<file path="config.mk">
export PLATFORM = sky130hd
export DESIGN_NAME = hpc_host_port
export DESIGN_NICKNAME = d
export VERILOG_FILES = /design/src/hpc_pkg.sv /design/src/hpc_host_port.sv
export SDC_FILE = /design/constraint.sdc
export NUM_CORES = 1
export LEC_CHECK = 0
export BUFFER_PORTS_ARGS = -buffer_cell sky130_fd_sc_hd__buf_4
export CAP_MARGIN = 10
export CORE_UTILIZATION = 40
export CTS_BUF_LIST = sky130_fd_sc_hd__clkbuf_4
export DETAILED_ROUTE_END_ITERATION = 10
export HOLD_SLACK_MARGIN = 0.03
export PLACE_DENSITY = 0.69
export SYNTH_ARGS = -nofsm -noshare
export SYNTH_HDL_FRONTEND = slang
export SYNTH_SLANG_ARGS = --single-unit
export TNS_END_PERCENT = 50
</file>
<file path="constraint.sdc">
create_clock -name clk -period 8 [get_ports clk]
set_input_delay 0.8 -clock clk [delete_from_list [all_inputs] [get_ports clk]]
set_output_delay 0.8 -clock clk [all_outputs]
set_load 0.01 [all_outputs]
</file>
<file path="src/hpc_pkg.sv">
// shared constants, state type and helpers for the host port controller
package hpc_pkg;

  ////////////////////////////////////////////////////////////////////////
  // timing, clock 20 MHz
  localparam int CLK_NS       = 50;
  localparam int SMB_QTR_NS   = 2500;     // quarter of a 100 kHz bit
  localparam int SW_STRH_NS   = 40000;    // start low of a sent cell
  localparam int SW_DH_NS     = 150000;   // end of data hold, sent cell
  localparam int SW_DSU_NS    = 100000;   // sample point, received cell
  localparam int SW_CYC_NS    = 200000;   // whole cell
  localparam int SW_BRK_NS    = 200000;   // break low time
  localparam int SW_BR_NS     = 40000;    // break_recovery_time
  localparam int SW_TO_NS     = 250000;   // overlong cell
  localparam int EE_GUARD_NS  = 10000000; // wait before closing eeprom bridge
  localparam int SMB_QTR_CYC  = (SMB_QTR_NS + CLK_NS - 1) / CLK_NS;
  localparam int SW_STRH_CYC  = (SW_STRH_NS + CLK_NS - 1) / CLK_NS;
  localparam int SW_DH_CYC    = (SW_DH_NS + CLK_NS - 1) / CLK_NS;
  localparam int SW_DSU_CYC   = (SW_DSU_NS + CLK_NS - 1) / CLK_NS;
  localparam int SW_CYC_CYC   = (SW_CYC_NS + CLK_NS - 1) / CLK_NS;
  localparam int SW_BRK_CYC   = (SW_BRK_NS + CLK_NS - 1) / CLK_NS;
  localparam int SW_BR_CYC    = (SW_BR_NS + CLK_NS - 1) / CLK_NS;
  localparam int SW_TO_CYC    = SW_TO_NS / CLK_NS;
  localparam int EE_GUARD_CYC = (EE_GUARD_NS + CLK_NS - 1) / CLK_NS;

  ////////////////////////////////////////////////////////////////////////
  // device map, reached over the serial bus
  localparam logic [6:0]  DEV_ADDR        = 7'h0B;
  localparam logic [7:0]  FACTORY_CMD_REG = 8'h00; // factory_command_word
  localparam logic [7:0]  LOW_CAP_REG     = 8'h01; // low_capacity_threshold
  localparam logic [15:0] FC_STORAGE      = 16'h0618;
  localparam logic [15:0] FC_LOCK         = 16'h062B;
  localparam logic [15:0] FC_SYNC         = 16'h064D;
  localparam logic [15:0] FC_CAL          = 16'h0653;
  localparam logic [15:0] FC_CAL_ALT      = 16'h067E;
  localparam logic [15:0] FC_CAL_STOP     = 16'h0660;
  localparam logic [15:0] FC_EE_BRIDGE    = 16'h0606;
  localparam logic [7:0]  CRC_POLY        = 8'h07;

  ////////////////////////////////////////////////////////////////////////
  // own registers
  localparam logic [7:0] REG_CTRL  = 8'h00;
  localparam logic [7:0] REG_WDAT  = 8'h04;
  localparam logic [7:0] REG_STAT  = 8'h08;
  localparam logic [7:0] REG_RDAT  = 8'h0C;
  localparam int CTRL_GO    = 0;
  localparam int CTRL_RD    = 1;
  localparam int CTRL_PEC   = 2;
  localparam int CTRL_SW    = 3;
  localparam int CTRL_BRK   = 4;
  localparam int CTRL_GUARD = 5;
  localparam logic [1:0] RESP_OK  = 2'h0;
  localparam logic [1:0] RESP_ERR = 2'h2;

  typedef enum logic [6:0] {
    HPC_IDLE  = 7'h01,
    HPC_START = 7'h02,
    HPC_BIT   = 7'h04,
    HPC_STOP  = 7'h08,
    HPC_SWTX  = 7'h10,
    HPC_SWRX  = 7'h20,
    HPC_BRK   = 7'h40
  } hpc_st_t;

  typedef struct packed {
    hpc_st_t     st;
    logic [1:0]  q;
    logic [12:0] cnt;
    logic [4:0]  bitn;
    logic [2:0]  idx;
    logic [23:0] sh;
    logic [7:0]  crc;
    logic [15:0] rd;
    logic [15:0] ctrl;
    logic [15:0] wdat;
    logic [17:0] guard;
    logic        nack;
    logic        pec_err;
    logic        sw_err;
    logic        scl_oe;
    logic        sda_oe;
    logic        sw_oe;
    logic [2:0]  scl_s;
    logic [2:0]  sda_s;
    logic [2:0]  sw_s;
    logic        bvalid;
    logic [1:0]  bresp;
    logic        rvalid;
    logic [1:0]  rresp;
    logic [31:0] rdata;
  } hpc_state_t;

  function automatic logic [7:0] hpc_crc_bit(input logic [7:0] c, input logic b);
    return {c[6:0], 1'b0} ^ ((c[7] ^ b) ? CRC_POLY : 8'h00);
  endfunction

endpackage

</file>
<file path="src/hpc_host_port.sv">
// host side controller: serial bus word master with packet check, single-wire port
`timescale 1ns/1ps
`default_nettype none

// What this block does
// - no check byte: stop after last data
// - reads with check byte: ack last data, nack check byte
// - check byte is crc-8, poly x8+x2+x+1
// - check covers address, command, data bytes
// - command byte: 7-bit code, rw, 16 data
// - single-wire bits go least significant first
// - cell: pull low, data, release high
// - break low, then recovery high
// - calibration may follow storage command
// - serial bus only: wait 10 ms before closing eeprom bridge
// - device address 0001011 plus rw bit
module hpc_host_port
  import hpc_pkg::*;
#(
  parameter int SW_TO   = SW_TO_CYC,
  parameter int EE_WAIT = EE_GUARD_CYC
)(
  // clock and reset
  input  wire logic        clk,
  input  wire logic        rst,
  // axi4-lite slave
  input  wire logic [7:0]  awaddr,
  input  wire logic        awvalid,
  output logic             awready,
  input  wire logic [31:0] wdata,
  input  wire logic [3:0]  wstrb,
  input  wire logic        wvalid,
  output logic             wready,
  output logic [1:0]       bresp,
  output logic             bvalid,
  input  wire logic        bready,
  input  wire logic [7:0]  araddr,
  input  wire logic        arvalid,
  output logic             arready,
  output logic [31:0]      rdata,
  output logic [1:0]       rresp,
  output logic             rvalid,
  input  wire logic        rready,
  // serial bus, open drain
  input  wire logic        scl_in,
  output logic             scl_out,
  output logic             scl_oe,
  input  wire logic        sda_in,
  output logic             sda_out,
  output logic             sda_oe,
  // single-wire port, open drain
  input  wire logic        sw_in,
  output logic             sw_out,
  output logic             sw_oe
);

  if (SW_TO < SW_CYC_CYC || SW_TO > 8191 || EE_WAIT < 1 || EE_WAIT > 262143)
  begin : g_chk
    $error("hpc_host_port: timeout parameters out of range");
  end

  hpc_state_t s;
  hpc_state_t n;
  logic       rd_m;
  logic       pec;
  logic [2:0] last;
  logic       tx;
  logic       qend;
  logic       aw_go;
  logic       sda;
  logic       sw_fall;
  logic [7:0] nxt_byte;

  ////////////////////////////////////////////////////////////////////////
  // decode
  assign rd_m    = s.ctrl[CTRL_RD];
  assign pec     = s.ctrl[CTRL_PEC];
  assign last    = rd_m ? (pec ? 3'h5 : 3'h4) : (pec ? 3'h4 : 3'h3);
  assign tx      = !(rd_m && s.idx >= 3'h3);
  assign qend    = s.cnt == 13'(SMB_QTR_CYC - 1);
  assign sda     = s.sda_s[1];
  assign sw_fall = s.sw_s[2] && !s.sw_s[1];
  assign aw_go   = awvalid && wvalid && !s.bvalid;
  assign awready = aw_go;
  assign wready  = aw_go;
  assign arready = arvalid && !s.rvalid;

  // byte sent in slot idx+1; the check byte is the running crc
  always_comb
  begin
    unique case (s.idx)
      3'h0:    nxt_byte = s.ctrl[15:8];
      3'h1:    nxt_byte = rd_m ? {DEV_ADDR, 1'b1} : s.wdat[7:0];
      3'h2:    nxt_byte = s.wdat[15:8];
      default: nxt_byte = s.crc;
    endcase
  end

  ////////////////////////////////////////////////////////////////////////
  // next state
  always_comb
  begin
    n = s;
    n.scl_s = {s.scl_s[1:0], scl_in};
    n.sda_s = {s.sda_s[1:0], sda_in};
    n.sw_s  = {s.sw_s[1:0], sw_in};
    if (s.guard != 18'h0_0000)
      n.guard = s.guard - 18'h0_0001;
    if (s.bvalid && bready)
      n.bvalid = 1'b0;
    if (s.rvalid && rready)
      n.rvalid = 1'b0;
    // register reads
    if (arready)
    begin
      n.rvalid = 1'b1;
      n.rresp  = RESP_OK;
      unique case (araddr)
        REG_CTRL: n.rdata = {16'h0000, s.ctrl};
        REG_WDAT: n.rdata = {16'h0000, s.wdat};
        REG_STAT: n.rdata = {27'h000_0000, s.guard != 18'h0_0000, s.sw_err,
                             s.pec_err, s.nack, s.st != HPC_IDLE};
        REG_RDAT: n.rdata = {16'h0000, s.rd};
        default:
        begin
          n.rdata = 32'h0000_0000;
          n.rresp = RESP_ERR;
        end
      endcase
    end
    // register writes; settings are frozen while a transfer runs
    if (aw_go)
    begin
      n.bvalid = 1'b1;
      n.bresp  = RESP_OK;
      if (awaddr == REG_CTRL && s.st == HPC_IDLE)
      begin
        if (wstrb[0])
          n.ctrl[7:1] = wdata[7:1];
        if (wstrb[1])
          n.ctrl[15:8] = wdata[15:8];
        if (wstrb[0] && wdata[CTRL_GO])
        begin
          n.nack    = 1'b0;
          n.pec_err = 1'b0;
          n.sw_err  = 1'b0;
          n.cnt     = 13'h0000;
          n.q       = 2'h0;
          n.bitn    = 5'h00;
          if (n.ctrl[CTRL_BRK])
            n.st = HPC_BRK;
          else if (n.ctrl[CTRL_SW])
          begin
            n.st = HPC_SWTX;
            n.sh = {s.wdat, n.ctrl[CTRL_RD], n.ctrl[14:8]};
          end
          else if (s.guard == 18'h0_0000)
          begin
            n.st  = HPC_START;
            n.q   = 2'h1;
            n.idx = 3'h0;
            n.crc = 8'h00;
            n.sh  = {16'h0000, DEV_ADDR, 1'b0};
          end
        end
      end
      else if (awaddr == REG_WDAT && s.st == HPC_IDLE)
      begin
        if (wstrb[0])
          n.wdat[7:0] = wdata[7:0];
        if (wstrb[1])
          n.wdat[15:8] = wdata[15:8];
      end
      else if (awaddr != REG_STAT && awaddr != REG_RDAT && awaddr != REG_CTRL
               && awaddr != REG_WDAT)
        n.bresp = RESP_ERR;
    end
    // transfer engine
    unique case (s.st)
      HPC_IDLE: ;
      HPC_START, HPC_STOP:
      begin
        n.cnt = s.cnt + 13'h0001;
        if (qend)
        begin
          n.cnt = 13'h0000;
          n.q   = s.q + 2'h1;
          if (s.q == 2'h3)
          begin
            n.bitn = 5'h00;
            n.st   = (s.st == HPC_START) ? HPC_BIT : HPC_IDLE;
            if (s.st == HPC_STOP && s.ctrl[CTRL_GUARD])
              n.guard = 18'(EE_WAIT);
          end
        end
      end
      HPC_BIT:
      begin
        n.cnt = s.cnt + 13'h0001;
        if (qend)
        begin
          n.cnt = 13'h0000;
          n.q   = s.q + 2'h1;
          if (s.q == 2'h2 && s.bitn < 5'h08)
          begin
            n.crc = hpc_crc_bit(s.crc, tx ? s.sh[7] : sda);
            if (!tx)
              n.sh[7:0] = {s.sh[6:0], sda};
          end
          else if (s.q == 2'h2 && tx && sda)
          begin
            if (!rd_m && pec && s.idx == 3'h4)
              n.pec_err = 1'b1;
            else
              n.nack = 1'b1;
          end
          else if (s.q == 2'h3 && s.bitn < 5'h08)
          begin
            n.bitn = s.bitn + 5'h01;
            if (tx)
              n.sh[7:0] = {s.sh[6:0], 1'b0};
          end
          else if (s.q == 2'h3)
          begin
            if (rd_m && s.idx == 3'h3)
              n.rd[7:0] = s.sh[7:0];
            if (rd_m && s.idx == 3'h4)
              n.rd[15:8] = s.sh[7:0];
            if (s.nack || s.pec_err || s.idx == last)
            begin
              n.st = HPC_STOP;
              if (rd_m && pec && s.idx == last && s.crc != 8'h00)
                n.pec_err = 1'b1;
            end
            else
            begin
              n.idx     = s.idx + 3'h1;
              n.bitn    = 5'h00;
              n.sh[7:0] = nxt_byte;
              if (rd_m && s.idx == 3'h1)
                n.st = HPC_START; // repeated start before the read address
            end
          end
        end
      end
      HPC_SWTX:
      begin
        n.cnt = s.cnt + 13'h0001;
        if (s.cnt == 13'(SW_CYC_CYC - 1))
        begin
          n.cnt  = 13'h0000;
          n.sh   = {1'b0, s.sh[23:1]};
          n.bitn = s.bitn + 5'h01;
          if (s.bitn == 5'h17)
            n.st = HPC_IDLE;
          else if (s.bitn == 5'h07 && rd_m)
          begin
            n.st = HPC_SWRX;
            n.q  = 2'h0;
          end
        end
      end
      HPC_SWRX:
      begin
        n.cnt = s.cnt + 13'h0001;
        if (!s.q[0] && sw_fall)
        begin
          n.q   = 2'h1;
          n.cnt = 13'h0000;
        end
        else if (!s.q[0] && s.cnt == 13'(SW_TO - 1))
        begin
          n.sw_err = 1'b1; // overlong cell, software sends a break next
          n.st     = HPC_IDLE;
        end
        else if (s.q[0] && s.cnt == 13'(SW_DSU_CYC - 1))
        begin
          n.rd   = {s.sw_s[1], s.rd[15:1]};
          n.bitn = s.bitn + 5'h01;
          n.q    = 2'h0;
          n.cnt  = 13'h0000;
          if (s.bitn == 5'h17)
            n.st = HPC_IDLE;
        end
      end
      HPC_BRK:
      begin
        n.cnt = s.cnt + 13'h0001;
        if (s.cnt == (s.q[0] ? 13'(SW_BR_CYC - 1) : 13'(SW_BRK_CYC - 1)))
        begin
          n.cnt = 13'h0000;
          n.q   = 2'h1;
          if (s.q[0])
            n.st = HPC_IDLE;
        end
      end
      default:
        n.st = HPC_IDLE;
    endcase
    // pin drive follows the next state so that it is registered
    n.scl_oe = (n.st == HPC_START && (n.q == 2'h0 || n.q == 2'h3))
             || ((n.st == HPC_BIT || n.st == HPC_STOP) && n.q < 2'h2);
    unique case (n.st)
      HPC_START: n.sda_oe = n.q >= 2'h2;
      HPC_STOP:  n.sda_oe = n.q == 2'h1 || n.q == 2'h2;
      // direction from the next index inline; a net fed back from n would loop
      HPC_BIT:   n.sda_oe = (n.bitn < 5'h08) ? (!(rd_m && n.idx >= 3'h3) && !n.sh[7])
                           : (rd_m && n.idx >= 3'h3 && n.idx != last);
      default:   n.sda_oe = 1'b0;
    endcase
    n.sw_oe = (n.st == HPC_BRK && !n.q[0])
            || (n.st == HPC_SWTX && (n.cnt < 13'(SW_STRH_CYC)
                || (n.cnt < 13'(SW_DH_CYC) && !n.sh[0])));
  end

  always_ff @(posedge clk)
  begin
    if (rst)
    begin
      s      <= '0;
      s.st   <= HPC_IDLE;
      s.scl_s <= 3'h7;
      s.sda_s <= 3'h7;
      s.sw_s  <= 3'h7;
    end
    else
      s <= n;
  end

  assign bvalid  = s.bvalid;
  assign bresp   = s.bresp;
  assign rvalid  = s.rvalid;
  assign rresp   = s.rresp;
  assign rdata   = s.rdata;
  assign scl_oe  = s.scl_oe;
  assign sda_oe  = s.sda_oe;
  assign sw_oe   = s.sw_oe;
  assign scl_out = 1'b0;
  assign sda_out = 1'b0;
  assign sw_out  = 1'b0;
endmodule

`default_nettype wire

</file>
# Word level (Yosys, flattened, before mapping)

Index checks and enable logic that the tools add are counted.

Reductions and logical operators: 76
Order comparisons: 8
Add/subtract/negate cells: 5
Muxes and demuxes: 127
Equality and inequality tests: 50
Bitwise logic cells: 3

Operators with widths:

| cell                 | count |
|---|---|
| $mux W35             | 8 |
| $mux W62             | 3 |
| $mux W8              | 20 |
| $mux W16             | 8 |
| $mux W7              | 17 |
| $mux W18             | 5 |
| $mux W27             | 3 |
| $pmux W15 S5         | 1 |
| $pmux W16 S4         | 1 |
| $mux W9              | 7 |
| $mux W24             | 2 |
| $pmux W7 S6          | 1 |
| $logic_and A1 B1 Y1  | 38 |
| $mux W3              | 11 |
| $mux W32             | 1 |
| $pmux W16 S2         | 1 |
| $mux W30             | 1 |
| $pmux W8 S3          | 1 |
| $mux W22             | 1 |
| $mux W2              | 10 |
| $mux W20             | 1 |
| $ne A2 B2 Y1 const B | 10 |
| $pmux W5 S4          | 1 |
| $reduce_and A10 Y1   | 2 |
| 61 further kinds     | 115 |

Register bits after elaboration: 176
Input bits: 62

# Longest topological paths before layout

Word-level depth: 28
Mapped depth: 13

# Worst setup path after synthesis

OpenSTA, ideal clock, no wires.

Kind: input port to flip-flop
Start: input awvalid
End: register s, in the netlist sw_oe
Data arrival time: 3.009 ns
Stages on the path: 10
Path buffers: 1
Library setup time: 0.136 ns
Data required time: 7.864 ns
Slack: 4.855 ns
Cell sequence: and3b_1 clkbuf_1 nand4b_1 or4_1 nor3_2 a22oi_1 o21ai_1 a21oi_1 o311ai_1 a2111oi_1

Longest elaborated chain between the ends: 15

Ends and longest elaborated chain:

| what                                                              | RTL line             | RTL |
|---|---|---|
| from (decl)                                                       | hpc_host_port.sv:28  | `input wire logic awvalid,` |
| $logic_and A1 B1 Y1 * (2 in series)                               | hpc_host_port.sv:83  | `assign aw_go = awvalid && wvalid && !s.bvalid;` |
| named net awready                                                 | hpc_host_port.sv:29  | `output logic awready,` |
| $mux W62 *                                                        | hpc_host_port.sv:132 | `if (aw_go)` |
| parallel branches: the longest is 11 deep, another holds $mux W30 | -                    |  |
| $logic_or A1 B1 Y1 *                                              | hpc_host_port.sv:312 | `\|\| (n.st == HPC_SWTX && (n.cnt < 13'(SW_STRH_CYC)` |
| to (signal assigned)                                              | hpc_host_port.sv:327 | `s <= n;` |
| to (decl)                                                         | hpc_host_port.sv:62  | `hpc_state_t s;` |

Mark *: on every way through the listed nets, which the timed path passes. The select of a mux whose other input is x is not followed.
A chain may end at the register's enable or synchronous reset.

# Worst setup path in the final report

Start: register s, in the netlist rd_m
End: register s, in the netlist sw_oe

Longest elaborated chain between the ends: 15

Ends and longest elaborated chain:

| what                                                              | RTL line |
|---|---|
| parallel branches: the longest is 14 deep, another holds $mux W30 | - |
| $logic_or A1 B1 Y1 *                                              | hpc_host_port.sv:312 |

Every way passes the cells marked *. The select of a mux whose other input is x is not followed.

==> impl_metrics.py <==
metrics = {
    "synthesis": {
        "ys_warn_count": 0,
        "ys_ff_latch": 158,
        "async_flop_share": 0,
        "postSynthAreaPerCell_um2": 8.03,
        "synth_ff_type": "dfxtp_1",
        "synth_edf_count": 0,
        "synth_top_area_cell": "dfxtp_1",
        "yosysSeqAreaShare": 0.353,
        "syn_area_um2": 8960,
        "synthCells": 1117,
        "synth_area_leaders": "dfxtp_1, nor2_1, a21oi_1",
        "yosys.area.top_type_share": 0.353,
        "yosysUniqueCellTypes": 86,
    },
    "power_and_ir_drop": {
        "leakage_nw": 3.43,
        "power.share.clock": 0.312,
        "switchingPower_mw": 0.543,
        "p_comb_frac": 0.182,
        "p_seq_frac": 0.505,
        "switching_share": 0.320,
        "finalPower_mw": 1.70,
        "cell_internal_pwr_mw": 1.15,
        "powerDensity_nw_per_um2": 176,
        "peakVddDrop_mv": 0.0759,
    },
    "cells_and_area": {
        "fillers": 2234,
        "final_common_cell": "dfxtp_1",
        "nets": 1192,
        "fin_util": 0.441,
        "stdcell_area_um2": 9650,
        "drive_gt1_frac": 0.128,
        "fin_cells": 1410,
        "areaGrowthSynthToFinish_pct": 7.69,
        "multiInputGateArea_um2": 5190,
        "seqCellArea_um2": 3160,
        "final_cell_mix": "dfxtp_1, nor2_1, nand2_1, a21oi_1, buf_4",
    },
    "clock_tree": {
        "clk_latency_ns": 0.60,
        "post_cts_buffers": 0,
        "cts_tree": "done",
        "cts_max_path_buffers": 2,
        "numCtsBuffers": 17,
        "clkTransAtPathRegs_ns": 0.14,
        "cts.sinks": 158,
        "cts_resized": 0,
        "cts-root-buf": "clkbuf_4",
        "cts_hold_buf": 0,
        "htreeDepth": 4,
    },
    "timing": {
        "drv_slew": 0,
        "fin_crit_ns": 4.13,
        "finalClockSkew_ns": 0.0250,
        "fmax_mhz": 242,
        "hold_slack_ns": 0.397,
        "relSlewSlack": 0.269,
        "finalHoldViolCount": 0,
        "setup_viol": 0,
        "fin_crit_sh": 0.516,
        "tns_ns": 0,
        "setup_slack_ns": 3.87,
        "tightest_slew_ns": 1.09,
        "rsz0062_at_grt": "false",
    },
    "worst_hold_path": {
        "min_from": "sw_in",
        "hp-class": "input pin to register",
    },
    "worst_setup_path": {
        "cpMostUsedCell": "a21oi_1",
        "cp_slowest_stage_delay_ns": 0.73,
        "r2r_start": "rd_m$_SDFFE_PP0P_",
        "cp.required_ns": 8.46,
        "crit_arrival_ns": 4.59,
        "slowest_stage": "dfxtp_1",
        "cp_max_fo": 17,
        "worstSetupStartpoint": "rd_m$_SDFFE_PP0P_",
        "crit_type": "register to register",
        "end_kind": "register",
        "critPathTopFamily": "compound AO/OA/AOI/OAI gates",
        "cp-start-kind": "register",
        "path_cells": "inv_1 -> ha_1 -> or3b_2 -> a21oi_1 -> o31a_1 -> a211oi_1 -> or2_2 -> o21ai_1 -> a21oi_1 -> o311ai_1 -> a2111oi_1",
        "cp_num_buf_inv": 1,
    },
    "outcome": {
        "outcome": "finished clean",
    },
    "placement": {
        "dp_cells": 1377,
        "dp_hpwl_um": 17800,
        "port_buffers": 68,
        "dpl_cell_area_um2": 9340,
        "gp_congestion": 0.979,
        "post-place-ws_ns": 3.76,
    },
    "drt": {
        "drt-pass1-iter-count": 6,
        "drt_iter0_drc": 703,
        "vias": 8357,
        "antenna_left": 0,
        "drc": 0,
        "totalWireLength_um": 24700,
        "wire_per_inst_um": 17.5,
        "vias_per_cell": 5.93,
    },
    "job": {
        "max-cap-violations": 0,
    },
    "floorplan": {
        "ios": 109,
        "die_h_um": 152,
        "initial_utilization": 0.410,
        "floorplan.rows": 54,
        "die_w_um": 152,
        "core_area_um2": 21900,
        "dieArea_um2": 23000,
    },
    "grt": {
        "grt_pass1_vias": 7473,
        "antenna_found_initial": 1,
        "grt-ovfl-total": 0,
        "grt_max_degree": 94,
        "grt_pass1_wl_um": 39600,
        "grt_use_total": 0.221,
    },
}
power groups by stage:
stage               clock network (mW)  registers (mW)  logic [mW]
floorplan                            0           0.868       0.242
global placement                     0           0.873       0.301
detailed placement                   0           0.874       0.308
CTS                              0.545           0.858       0.310
global route                     0.575           0.864       0.351
finish                           0.529           0.857       0.309
cell usage after synthesis, types with 5 or more instances:
cell type,instances
a221oi_1,17
a211oi_1,27
ha_1,14
dfxtp_1,158
or2_2,9
nor3b_1,6
a31oi_1,11
o31ai_1,5
mux2i_1,32
xor2_1,8
xnor2_1,14
inv_1,19
clkbuf_1,59
o21ai_0,39
nor2b_1,9
a22o_1,6
a22oi_1,49
and3_1,15
nand4_1,15
o211ai_1,8
nor4_1,16
nand4b_1,8
a21oi_1,80
nand2b_1,10
a32oi_1,5
buf_2,9
nand2_1,103
nor2_1,152
nor3_1,42
buf_4,40
or3_1,9
and2_1,5
nand3_1,24
a21o_1,6
final cells by class:
cell class | instances | area share
multi-input combinational | 845 | 0.538
inverter | 19 | 0.00739
clock inverter | 14 | 0.0183
clock buffer | 18 | 0.0140
timing repair buffer | 75 | 0.0583
antenna | 1 | 0.000259
tap | 280 | 0.0363
sequential | 158 | 0.328
kinds of logic (layout without fill, tap and decap cells):
family	after synthesis	after routing	share of synthesized area
AND/OR/NAND/NOR	456	456	0.254
AO/OA/AOI/OAI	292	292	0.223
flip-flops	158	158	0.353
buffers and inverters	134	126	0.0777
multiplexers	40	40	0.0508
XOR/XNOR	22	22	0.0215
adder cells (fa/ha/maj)	14	14	0.0195
other	1	22	0.000418
sequential cells by signal, summed over array words and instances (netlist names):
name	cells
pec	1
rd_m	1
sda_oe	1
n	4
scl_oe	1
bvalid	1
rresp	1
s	129
bresp	1
rvalid	1
rdata	16
sw_oe	1
layer usage:
| metal | wire (um) | up-vias | GRT usage |
|---|---|---|---|
| met1 | 11100 | 3998 | 0.299 |
| met3 | 1560 | 48 | 0.0389 |
| li1 | - | 4034 | - |
| met4 | 761 | 0 | 0.106 |
| met5 | 0 | - | 0 |
| met2 | 11300 | 277 | 0.339 |
worst paths after layout:
check | end | slack, ns | depth (start not counted)
max | sw_oe$_SDFF_PP0_ | 3.87 | 11
min | n[39]$_SDFF_PP1_ | 0.40 | 2
max reg2reg | sw_oe$_SDFF_PP0_ | 3.87 | 11
min reg2reg | n[43]$_SDFF_PP1_ | 0.42 | 1
(Power assumes the default switching activity.)
